File: src/inc/cpic_pkg.sv
// Constants and types of the cascaded interrupt block
package cpic_pkg;
  typedef logic [7:0] cpic_byte_type;
  typedef logic [15:0] cpic_addr_type;
  typedef enum logic [1:0] {CPIC_IDLE, CPIC_IW2, CPIC_IW3, CPIC_IW4}
    cpic_step_type;
  // I/O ports
  localparam cpic_addr_type CPIC_MASTER_CMD = 16'h0020;
  localparam cpic_addr_type CPIC_MASTER_DATA = 16'h0021;
  localparam cpic_addr_type CPIC_SLAVE_CMD = 16'h00a0;
  localparam cpic_addr_type CPIC_SLAVE_DATA = 16'h00a1;
  localparam cpic_addr_type CPIC_SENSE_MASTER = 16'h04d0;
  localparam cpic_addr_type CPIC_SENSE_SLAVE = 16'h04d1;
  localparam cpic_addr_type CPIC_NMI_CTL = 16'h0061;
  localparam cpic_addr_type CPIC_NMI_MASK = 16'h0070;
  localparam cpic_byte_type CPIC_UNMAPPED = 8'hff;
  // Command word fields
  localparam int CPIC_IW1_ID = 4;
  localparam int CPIC_IW1_LEVEL = 3;
  localparam int CPIC_IW1_SINGLE = 1;
  localparam int CPIC_IW1_IW4 = 0;
  localparam int CPIC_IW4_AEOI = 1;
  localparam int CPIC_OCW3_ID = 3;
  localparam int CPIC_OCW3_RR = 1;
  localparam int CPIC_OCW3_RIS = 0;
  localparam logic [2:0] CPIC_EOI_NSPEC = 3'h1;
  localparam logic [2:0] CPIC_EOI_SPEC = 3'h3;
  // Line assignment
  localparam int CPIC_IRQ_TIMER = 0;
  localparam int CPIC_CASCADE_LINE = 2;
  localparam int CPIC_IRQ_MOUSE = 12;
  localparam int CPIC_IRQ_COP = 13;
  localparam logic [2:0] CPIC_DEFAULT_LINE = 3'h7;
  localparam int CPIC_DIV_MOUSE = 4;
  localparam int CPIC_DIV_COP = 5;
  // NMI register fields
  localparam int CPIC_NMI_SERR_EN = 2;
  localparam int CPIC_NMI_CHK_EN = 3;
  localparam int CPIC_NMI_CHK_ST = 6;
  localparam int CPIC_NMI_SERR_ST = 7;
  localparam int CPIC_NMI_MASK_BIT = 7;
  // Reset values
  localparam cpic_byte_type CPIC_SENSE_RST = 8'h00;
  localparam cpic_byte_type CPIC_IMR_RST = 8'h00;
  localparam logic [4:0] CPIC_VBASE_M_RST = 5'h01;
  localparam logic [4:0] CPIC_VBASE_S_RST = 5'h0e;
  localparam logic [6:0] CPIC_RTC_ADDR_RST = 7'h00;
endpackage : cpic_pkg

File: src/inc/cpic_nmi_if.sv
// Register strobes between the decoder and the NMI unit
`timescale 1ns/1ps
interface cpic_nmi_if;
  logic ctl_wr;
  logic mask_wr;
  logic [7:0] wdata;
  logic [7:0] ctl_rd;
  logic [7:0] mask_rd;
  modport regs (output ctl_wr, mask_wr, wdata, input ctl_rd, mask_rd);
  modport unit (input ctl_wr, mask_wr, wdata, output ctl_rd, mask_rd);
endinterface : cpic_nmi_if

File: src/design/cpic_nmi.sv
// NMI detect latches, source control and global mask
`timescale 1ns/1ps
module cpic_nmi (
  input wire logic core_clk,
  input wire logic nrst,
  input wire logic serr_n,
  input wire logic channel_check_n,
  cpic_nmi_if.unit bus,
  output logic nmi
);
  import cpic_pkg::*;

  typedef struct packed {
    logic serr_en;
    logic chk_en;
    logic serr_st;
    logic chk_st;
    logic masked;
    logic [6:0] rtc_addr;
    logic nmi;
  } cpic_nmi_st_type;

  cpic_nmi_st_type s_q;
  cpic_nmi_st_type s_d;

  //////////////////////////////////////////////////////////////////////
  // Next state: a disabled source drops its latch, otherwise latches hold
  always_comb begin
    s_d = s_q;
    if (bus.ctl_wr) begin
      s_d.serr_en = bus.wdata[CPIC_NMI_SERR_EN];
      s_d.chk_en = bus.wdata[CPIC_NMI_CHK_EN];
    end
    if (bus.mask_wr) begin
      s_d.masked = bus.wdata[CPIC_NMI_MASK_BIT];
      s_d.rtc_addr = bus.wdata[6:0];
    end
    s_d.serr_st = s_d.serr_en & (s_q.serr_st | ~serr_n);
    s_d.chk_st = s_d.chk_en & (s_q.chk_st | ~channel_check_n);
    // Mask gates only the output, so unmask re-raises a pending NMI
    s_d.nmi = ~s_q.masked & (s_q.serr_st | s_q.chk_st);
  end

  // State register
  always_ff @(posedge core_clk) begin
    if (!nrst) begin
      s_q <= '0;
      s_q.masked <= 1'b1;
      s_q.rtc_addr <= CPIC_RTC_ADDR_RST;
    end else begin
      s_q <= s_d;
    end
  end

  // Read views of the two byte registers
  always_comb begin
    bus.ctl_rd = 8'h00;
    bus.ctl_rd[CPIC_NMI_SERR_EN] = s_q.serr_en;
    bus.ctl_rd[CPIC_NMI_CHK_EN] = s_q.chk_en;
    bus.ctl_rd[CPIC_NMI_CHK_ST] = s_q.chk_st;
    bus.ctl_rd[CPIC_NMI_SERR_ST] = s_q.serr_st;
    bus.mask_rd = {s_q.masked, s_q.rtc_addr};
  end

  assign nmi = s_q.nmi;
endmodule : cpic_nmi

File: src/design/cpic_top.sv
// Two cascaded interrupt cores with trigger sense select and NMI
`timescale 1ns/1ps
//////////////////////////////////////////////////////////////////////
// Notes on behaviour
// - Two cascaded cores give sixteen request lines
// - Master serves lines 7-0, slave 15-8
// - Master line 2 is cascade; 0 is timer
// - Reset: edge sense, normal EOI, cascaded
// - Each core programmed on its own
// - Divisor bit 5 selects internal coprocessor request
// - Divisor bit 4 selects internal mouse request
// - Per-line trigger sense registers at 4d0, 4d1
// - Bank level-trigger bit in init word ignored
// - Sense 0: rising edge only, no repeat
// - Sense 1: low level requests, no edge
// - Vanished request acknowledges as default line 7
// - Default line 7 leaves in-service clear
// - PCI system error low raises NMI
// - Channel check low raises NMI
// - Two byte registers for NMI
// - Port 70 bit 7 masks; latches kept
// - Mask then unmask gives fresh NMI edge
// - NMI outranks all maskable requests
module cpic_top (
  input wire logic core_clk,
  input wire logic nrst,
  input wire cpic_pkg::cpic_addr_type io_addr,
  input wire cpic_pkg::cpic_byte_type io_wdata,
  input wire logic io_wr,
  input wire logic io_rd,
  output cpic_pkg::cpic_byte_type io_rdata,
  input wire logic [15:0] ext_irq,
  input wire logic tmr0_out,
  input wire logic coproc_error_request_pin,
  input wire logic mouse_request,
  input wire logic cop_err_int,
  input wire logic mouse_int,
  input wire cpic_pkg::cpic_byte_type isa_clk_div,
  input wire logic serr_n,
  input wire logic channel_check_n,
  input wire logic interrupt_acknowledge_n,
  output logic intr,
  output cpic_pkg::cpic_byte_type ack_vector,
  output logic ack_vector_oe,
  output logic nmi
);
  import cpic_pkg::*;

  typedef struct packed {
    logic [1:0][7:0] lat;
    logic [1:0][7:0] imr;
    logic [1:0][7:0] insvc;
    logic [1:0][7:0] sense;
    logic [1:0][4:0] vbase;
    cpic_step_type [1:0] step;
    logic [1:0] need4;
    logic [1:0] single;
    logic [1:0] aeoi;
    logic [1:0] rd_insvc;
    logic [15:0] prev;
    logic ack_n_prev;
    logic second;
    logic intr;
    logic oe;
    logic [7:0] vec;
    logic [7:0] rdata;
  } cpic_st_type;

  cpic_st_type s_q;
  cpic_st_type s_d;
  logic [15:0] raw;
  logic [1:0][7:0] pend;
  logic [1:0][7:0] elig;
  logic ack_first;
  logic ack_second;
  cpic_nmi_if nb ();

  //////////////////////////////////////////////////////////////////////
  // Lowest set index wins; top bit says something was found
  function automatic logic [3:0] pick(input logic [7:0] v);
    pick = 4'h0;
    for (int i = 7; i >= 0; i--) begin
      if (v[i]) begin
        pick = {1'b1, 3'(i)};
      end
    end
  endfunction : pick

  // Lines that outrank every in-service line (fully nested)
  function automatic logic [7:0] above(input logic [7:0] busy);
    logic blk;
    blk = 1'b0;
    for (int i = 0; i < 8; i++) begin
      above[i] = ~blk & ~busy[i];
      blk = blk | busy[i];
    end
  endfunction : above

  // Port of core c: kind 0 command, 1 data, 2 trigger sense
  function automatic cpic_addr_type port_of(input int c,
                                            input logic [1:0] k);
    case (k)
      2'h0: port_of = (c == 0) ? CPIC_MASTER_CMD : CPIC_SLAVE_CMD;
      2'h1: port_of = (c == 0) ? CPIC_MASTER_DATA : CPIC_SLAVE_DATA;
      default: port_of = (c == 0) ? CPIC_SENSE_MASTER : CPIC_SENSE_SLAVE;
    endcase
  endfunction : port_of

  //////////////////////////////////////////////////////////////////////
  // Request sources: timer, routed mouse and coprocessor lines
  always_comb begin
    raw = ext_irq;
    raw[CPIC_IRQ_TIMER] = tmr0_out;
    raw[CPIC_CASCADE_LINE] = 1'b0;
    raw[CPIC_IRQ_MOUSE] = isa_clk_div[CPIC_DIV_MOUSE] ?
                          mouse_int : mouse_request;
    raw[CPIC_IRQ_COP] = isa_clk_div[CPIC_DIV_COP] ?
                        cop_err_int : coproc_error_request_pin;
  end

  // Pending and eligible per core; slave first, it feeds master line 2
  always_comb begin
    pend = '0;
    elig = '0;
    for (int c = 1; c >= 0; c--) begin
      for (int b = 0; b < 8; b++) begin
        pend[c][b] = s_q.sense[c][b] ? ~raw[8*c+b] :
                     s_q.lat[c][b];
      end
      if (c == 0) begin
        pend[0][CPIC_CASCADE_LINE] = |elig[1];
      end
      elig[c] = pend[c] & ~s_q.imr[c] & above(s_q.insvc[c]);
    end
  end

  // Acknowledge pulse edges as seen by the sampled strobe
  assign ack_first = s_q.ack_n_prev & ~interrupt_acknowledge_n & ~s_q.second;
  assign ack_second = s_q.ack_n_prev & ~interrupt_acknowledge_n & s_q.second;

  //////////////////////////////////////////////////////////////////////
  // Next state of both cores, acknowledge sequence and read data
  always_comb begin
    logic [3:0] pm;
    logic [3:0] psl;
    logic [3:0] pe;
    pm = pick(elig[0]);
    psl = pick(elig[1]);
    pe = 4'h0;
    s_d = s_q;
    s_d.prev = raw;
    s_d.ack_n_prev = interrupt_acknowledge_n;
    // Edge latches: a rise sets, a dropped line clears (glitch rejection)
    for (int c = 0; c < 2; c++) begin
      for (int b = 0; b < 8; b++) begin
        if (!raw[8*c+b]) begin
          s_d.lat[c][b] = 1'b0;
        end else if (!s_q.prev[8*c+b] && !s_q.sense[c][b]) begin
          s_d.lat[c][b] = 1'b1;
        end
      end
    end
    // Each core keeps its own programming state
    for (int c = 0; c < 2; c++) begin
      if (io_wr && io_addr == port_of(c, 2'h2)) begin
        s_d.sense[c] = io_wdata;
      end
      if (io_wr && io_addr == port_of(c, 2'h0)) begin
        if (io_wdata[CPIC_IW1_ID]) begin
          // Bank level bit not stored: sense is per line only
          s_d.step[c] = CPIC_IW2;
          s_d.need4[c] = io_wdata[CPIC_IW1_IW4];
          s_d.single[c] = io_wdata[CPIC_IW1_SINGLE];
          s_d.imr[c] = CPIC_IMR_RST;
          s_d.insvc[c] = 8'h00;
          s_d.lat[c] = 8'h00;
          s_d.rd_insvc[c] = 1'b0;
          s_d.aeoi[c] = 1'b0;
        end else if (io_wdata[CPIC_OCW3_ID]) begin
          if (io_wdata[CPIC_OCW3_RR]) begin
            s_d.rd_insvc[c] = io_wdata[CPIC_OCW3_RIS];
          end
        end else if (io_wdata[7:5] == CPIC_EOI_NSPEC) begin
          pe = pick(s_q.insvc[c]);
          if (pe[3]) begin
            s_d.insvc[c][pe[2:0]] = 1'b0;
          end
        end else if (io_wdata[7:5] == CPIC_EOI_SPEC) begin
          s_d.insvc[c][io_wdata[2:0]] = 1'b0;
        end
      end
      if (io_wr && io_addr == port_of(c, 2'h1)) begin
        case (s_q.step[c])
          CPIC_IW2: begin
            s_d.vbase[c] = io_wdata[7:3];
            if (!s_q.single[c]) begin
              s_d.step[c] = CPIC_IW3;
            end else begin
              s_d.step[c] = s_q.need4[c] ? CPIC_IW4 : CPIC_IDLE;
            end
          end
          CPIC_IW3: begin
            s_d.step[c] = s_q.need4[c] ? CPIC_IW4 : CPIC_IDLE;
          end
          CPIC_IW4: begin
            s_d.aeoi[c] = io_wdata[CPIC_IW4_AEOI];
            s_d.step[c] = CPIC_IDLE;
          end
          default: begin
            s_d.imr[c] = io_wdata;
          end
        endcase
      end
    end
    // First pulse freezes the winner; nothing pending means default 7
    if (ack_first) begin
      s_d.second = 1'b1;
      s_d.vec = {s_q.vbase[0], CPIC_DEFAULT_LINE};
      if (pm[3] && pm[2:0] == 3'(CPIC_CASCADE_LINE)) begin
        if (!s_q.aeoi[0]) begin
          s_d.insvc[0][CPIC_CASCADE_LINE] = 1'b1;
        end
        s_d.vec = {s_q.vbase[1], CPIC_DEFAULT_LINE};
        if (psl[3]) begin
          s_d.vec = {s_q.vbase[1], psl[2:0]};
          s_d.lat[1][psl[2:0]] = 1'b0;
          if (!s_q.aeoi[1]) begin
            s_d.insvc[1][psl[2:0]] = 1'b1;
          end
        end
      end else if (pm[3]) begin
        s_d.vec = {s_q.vbase[0], pm[2:0]};
        s_d.lat[0][pm[2:0]] = 1'b0;
        if (!s_q.aeoi[0]) begin
          s_d.insvc[0][pm[2:0]] = 1'b1;
        end
      end
    end
    // Second pulse puts the vector out until the strobe rises
    if (ack_second) begin
      s_d.second = 1'b0;
      s_d.oe = 1'b1;
    end
    if (interrupt_acknowledge_n) begin
      s_d.oe = 1'b0;
    end
    // NMI holds the maskable request off so it is served first
    s_d.intr = (elig[0] != 8'h00) & ~nmi;
    // Reads: unmapped ports float high as on the ISA side
    if (io_rd) begin
      s_d.rdata = CPIC_UNMAPPED;
      for (int c = 0; c < 2; c++) begin
        if (io_addr == port_of(c, 2'h0)) begin
          s_d.rdata = s_q.rd_insvc[c] ? s_q.insvc[c] : pend[c];
        end
        if (io_addr == port_of(c, 2'h1)) begin
          s_d.rdata = s_q.imr[c];
        end
        if (io_addr == port_of(c, 2'h2)) begin
          s_d.rdata = s_q.sense[c];
        end
      end
      if (io_addr == CPIC_NMI_CTL) begin
        s_d.rdata = nb.ctl_rd;
      end
      if (io_addr == CPIC_NMI_MASK) begin
        s_d.rdata = nb.mask_rd;
      end
    end
  end

  // State register; all sense bits edge after reset
  always_ff @(posedge core_clk) begin
    if (!nrst) begin
      s_q <= '0;
      s_q.sense <= {CPIC_SENSE_RST, CPIC_SENSE_RST};
      s_q.imr <= {CPIC_IMR_RST, CPIC_IMR_RST};
      s_q.vbase <= {CPIC_VBASE_S_RST, CPIC_VBASE_M_RST};
      s_q.ack_n_prev <= 1'b1;
    end else begin
      s_q <= s_d;
    end
  end

  //////////////////////////////////////////////////////////////////////
  // NMI unit and its register strobes
  assign nb.ctl_wr = io_wr && io_addr == CPIC_NMI_CTL;
  assign nb.mask_wr = io_wr && io_addr == CPIC_NMI_MASK;
  assign nb.wdata = io_wdata;

  cpic_nmi u_nmi (
    .core_clk(core_clk),
    .nrst(nrst),
    .serr_n(serr_n),
    .channel_check_n(channel_check_n),
    .bus(nb),
    .nmi(nmi)
  );

  // Outputs straight from the state register
  assign intr = s_q.intr;
  assign ack_vector = s_q.vec;
  assign ack_vector_oe = s_q.oe;
  assign io_rdata = s_q.rdata;
endmodule : cpic_top

File: config.mk
export PLATFORM = sky130hd
export DESIGN_NAME = cpic_top
export DESIGN_NICKNAME = d
export VERILOG_FILES = /design/src/inc/cpic_pkg.sv /design/src/inc/cpic_nmi_if.sv /design/src/design/cpic_nmi.sv /design/src/design/cpic_top.sv
export SDC_FILE = /design/constraint.sdc
export NUM_CORES = 1
export LEC_CHECK = 0
export ABC_AREA = 1
export BUFFER_PORTS_ARGS = -buffer_cell sky130_fd_sc_hd__buf_2
export CORE_MARGIN = 3
export CORE_UTILIZATION = 40
export CTS_BUF_LIST = sky130_fd_sc_hd__clkbuf_8
export CTS_CLUSTER_DIAMETER = 30
export DETAILED_ROUTE_END_ITERATION = 8
export GPL_TIMING_DRIVEN = 0
export MAX_ROUTING_LAYER = met4
export PLACE_DENSITY = 0.66
export SYNTH_ARGS = -nofsm -noshare
export SYNTH_HDL_FRONTEND = slang
export SYNTH_SLANG_ARGS = --single-unit
File: constraint.sdc
create_clock -name core_clk -period 2.33 [get_ports core_clk]
set_input_delay 0.699 -clock core_clk [delete_from_list [all_inputs] [get_ports core_clk]]
set_output_delay 0.699 -clock core_clk [all_outputs]
set_load 0.05 [all_outputs]
==> qor.txt <==
LOGIC SYNTHESIS
------------------------------------------------------------------------------------------------------
Synth Cell Area                                                                            0.00719 mm2
Register bit total from synthesis                                                                  133
Number of different library cells in the post-synthesis netlist                                     52
Cells after Synth                                                                                1,070
Area fraction of the dominant cell type after synthesis                                          37.0%
Most frequent cells after synthesis                                                       sky130_fd_sc_hd__nand2_1 (206), sky130_fd_sc_hd__inv_1 (154), sky130_fd_sc_hd__dfxtp_1 (133)
Biggest area contributors in the synthesized netlist                                      sky130_fd_sc_hd__dfxtp_1 (37%), sky130_fd_sc_hd__nand2_1 (11%), sky130_fd_sc_hd__inv_1 (8.0%)
Per-instance average area after synthesis                                                     6.72 um2
Dominant cell by count in the synthesized netlist                                         sky130_fd_sc_hd__nand2_1
Number of flops mapped to enable cells by yosys                                                      0
Portion of the post-synthesis area used by sequential elements                                   37.0%
Count of yosys warnings during synthesis                                                             0
Post-Syn Nets                                                                                    1,130
Largest area contributor in the netlist                                                   sky130_fd_sc_hd__dfxtp_1
Commonest register cell after synthesis                                                   sky130_fd_sc_hd__dfxtp_1
Proportion of synthesized flip-flops having asynchronous set or reset                               0%

DETAILED ROUTING
------------------------------------------------------------------------------------------------------
WL final                                                                                       26.1 mm
Number of optimization iterations in the first detailed-route pass                                   5
Vias after detailed routing                                                                      7,615
Drt first-iter violations                                                                          864
Post-route antenna net violation count                                                               0
Remaining DRCs                                                                                       0
Routed wire length per instance                                                                18.3 um
Vias per Instance                                                                                 5.35

DIE
------------------------------------------------------------------------------------------------------
Vertical die dimension                                                                          140 um
I/O pin total                                                                                       79
Placeable core region                                                                       0.0175 mm2
Starting density of the core                                                                     41.2%
Num rows                                                                                            48
DIE AREA                                                                                    0.0196 mm2
Chip width                                                                                      140 um

FINISH
------------------------------------------------------------------------------------------------------
Layout cell share with drive strength beyond 1                                                   20.8%
Count of inserted antenna diode cells                                                                0
Area growth from synthesis to final layout                                                       21.7%
Number of nets in the finished design                                                            1,245

WORST SETUP PATH
------------------------------------------------------------------------------------------------------
Sort of element at the end of the critical path                                               register
R2R cell count                                                                                      16
Capture instance of the worst register-to-register path                                        s_q[89]
Source of the worst register-to-register timing path                                           s_q[83]
Critical path class                                                                         reg -> reg
CP required                                                                                    2720 ps
CP startpoint kind                                                                            register
Largest fanout on the critical path                                                                 10
Internal reg-to-reg setup slack                                                                  70 ps
Critical Path AT                                                                               2660 ps

GRT
------------------------------------------------------------------------------------------------------
Global router's overall resource usage                                                           27.0%
Initial antenna violation count                                                                      0
Number of global-route vias before repair                                                        6,994
Overflow left after global routing                                                                   0
Maximum number of pins on one net before global-route repair                                        17
Wire length of the first global-routing pass                                                   39.8 mm

CLOCK NETWORK
------------------------------------------------------------------------------------------------------
Root Driver                                                                               sky130_fd_sc_hd__clkbuf_8
Number of buffers inserted by hold repair at cts                                                     0
TritonCTS clock tree                                                                             built
Sink Count                                                                                         133
Number of levels in the clock H-tree                                                                 4
Clock transition at the register clock pins on the worst setup and hold paths after CTS          90 ps
Number of CTS-inserted buffers                                                                      17
Maximum buffer depth of the clock tree                                                               2
Clock latency on the worst-skew pair                                                            470 ps

TIMING
------------------------------------------------------------------------------------------------------
RSZ-0062 raised after global routing                                                              true
Tightest hold margin                                                                            435 ps
Final setup vio count                                                                                0
Max Slew Vio Count                                                                                   0
Timing-limited maximum frequency                                                               442 MHz
Slew of the pin with the lowest slew margin                                                     839 ps
Worst clock skew on the final layout                                                           12.0 ps
Normalized max-slew margin                                                                       44.0%
Min setup slack post-route                                                                     68.3 ps
Part of the cycle the worst path needs                                                           97.1%
Count of final hold-check violations                                                                 0
Tmin final                                                                                     2260 ps

MIN PATH
------------------------------------------------------------------------------------------------------
HP Start                                                                                  channel_check_n
Hold Crit Class                                                                              in -> reg
Worst Hold Path Cells                                                                                2
Worst Hold End                                                                            u_nmi.bus.ctl_rd[6]

PLACE
------------------------------------------------------------------------------------------------------
Port bufs                                                                                           65
DP Wirelength                                                                                  19.4 mm
Placer's final routability congestion estimate                                                    1.00
Worst-case setup slack after placement                                                         -693 ps

FLOW RUN
------------------------------------------------------------------------------------------------------
Number of violations of the max-capacitance limit                                                    0

POWER
------------------------------------------------------------------------------------------------------
Highest ir drop seen on vdd                                                                   0.485 mV
Static Leakage                                                                                 3.73 nW
Total power per unit cell area                                                              664 mW/mm2

OUTCOME
------------------------------------------------------------------------------------------------------
Run status                                                                                   completed

placed cells by master (no fill, tap or decap), types with 6 or more instances in the layout:
master                     synthesis  routed
sky130_fd_sc_hd__buf_4            17      41
sky130_fd_sc_hd__nand4_1          18      18
sky130_fd_sc_hd__o211ai_1         10      10
sky130_fd_sc_hd__buf_2             5      71
sky130_fd_sc_hd__o21ai_1           6      11
sky130_fd_sc_hd__nand2_2           5      13
sky130_fd_sc_hd__nor2_1           88      83
sky130_fd_sc_hd__clkbuf_8          0      17
sky130_fd_sc_hd__dfxtp_1         133     124
sky130_fd_sc_hd__a31oi_1           7       7
sky130_fd_sc_hd__nor2_4            2      12
sky130_fd_sc_hd__a211oi_1         14      14
sky130_fd_sc_hd__inv_1           154     151
sky130_fd_sc_hd__clkbuf_1         22      19
sky130_fd_sc_hd__nor3_1           20      16
sky130_fd_sc_hd__a21oi_1         101      98
sky130_fd_sc_hd__nand2_1         206     197
sky130_fd_sc_hd__nor3_4            3       6
sky130_fd_sc_hd__nand3_1          62      60
sky130_fd_sc_hd__inv_2             8      11
sky130_fd_sc_hd__o21ai_0         115     109
cell type report:
cell class,count,area (um2)
fill,1802,8720
multi-input combinational,724,3840
clock buffer,17,234
inverter,166,634
clock inverter,15,195
tap,225,282
timing repair buffer,96,616
buffer,47,267
sequential,133,2680
where the power goes:
part / leakage, nW / internal [mW] / switching (mW)
Sequential: 1.09 / 2.35 / 0.0472
Combinational: 2.44 / 0.407 / 0.859
Clock: 0.209 / 1.09 / 1.07
stage by stage:
stage	power, mW	std cells	instance area (um2)	TNS [ps]	util [%]
2_1_floorplan	3.19	1070	7190	0	-
3_3_place_gp	3.52	1360	7800	-47770	44.6
3_5_place_dp	3.53	1360	7800	-48240	44.6
4_1_cts	5.67	1399	8360	-5.78	47.9
5_1_grt	6.05	1423	8750	-310	50.1
6_report	5.82	1423	8750	0	50.1
metal layers:
metal	vias up	global-route usage [%]	wire length, um
met5	-	-	0
met4	0	7.90	755
met3	43	5.05	1920
met2	324	40.0	11400
met1	3489	37.7	12000
li1	3759	-	-
state kept, by name, summed over array words and instances, names as in the netlist:
register / cells
s_q: 102
u_nmi.nmi: 1
u_nmi.bus.mask_rd: 8
u_nmi.bus.ctl_rd: 4
io_rdata: 8
intr: 1
ack_vector: 8
ack_vector_oe: 1
worst max-delay path by stage:
stage | startpoint | endpoint | depth (start not counted)
floorplan | io_addr[3] | s_q[83] | 10
global placement | io_addr[9] | u_nmi.bus.mask_rd[5] | 10
detailed placement | io_addr[9] | u_nmi.bus.mask_rd[5] | 10
CTS | io_addr[9] | s_q[51] | 11
global route | s_q[83] | s_q[89] | 16
finish | s_q[83] | s_q[89] | 16
logic make-up (layout without fill, tap and decap cells):
group	after synthesis	count (layout)	share of synthesized area [%]
buf+inv	213	341	12.2
flops	133	133	37.0
compound gates	277	277	21.3
simple gates	447	447	29.4
critical path, stage by stage, from the launching register on:
cell and delay [ps]:
sky130_fd_sc_hd__dfxtp_4 380, sky130_fd_sc_hd__nor2_4 180, sky130_fd_sc_hd__nand2_2 90, sky130_fd_sc_hd__inv_2 80, sky130_fd_sc_hd__nand3_2 100, sky130_fd_sc_hd__nand2_2 110
sky130_fd_sc_hd__nor2_4 60, sky130_fd_sc_hd__nand2_4 110, sky130_fd_sc_hd__nand2_4 90, sky130_fd_sc_hd__nand2_2 90, sky130_fd_sc_hd__nand2_2 80, sky130_fd_sc_hd__inv_4 110
sky130_fd_sc_hd__nand2_4 80, sky130_fd_sc_hd__nor2_8 190, sky130_fd_sc_hd__buf_8 160, sky130_fd_sc_hd__nand4_1 130, sky130_fd_sc_hd__a21oi_2 140
timing repair:
| item | CTS | global route |
|---|---|---|
| gates resized for setup | 16 | 68 |
| gates cloned | 0 | 1 |
| pin swaps | 4 | 16 |
| buffers inserted | 7 | 23 |
| setup endpoints to repair | 51 | 87 |
(Power assumes the default switching activity.)
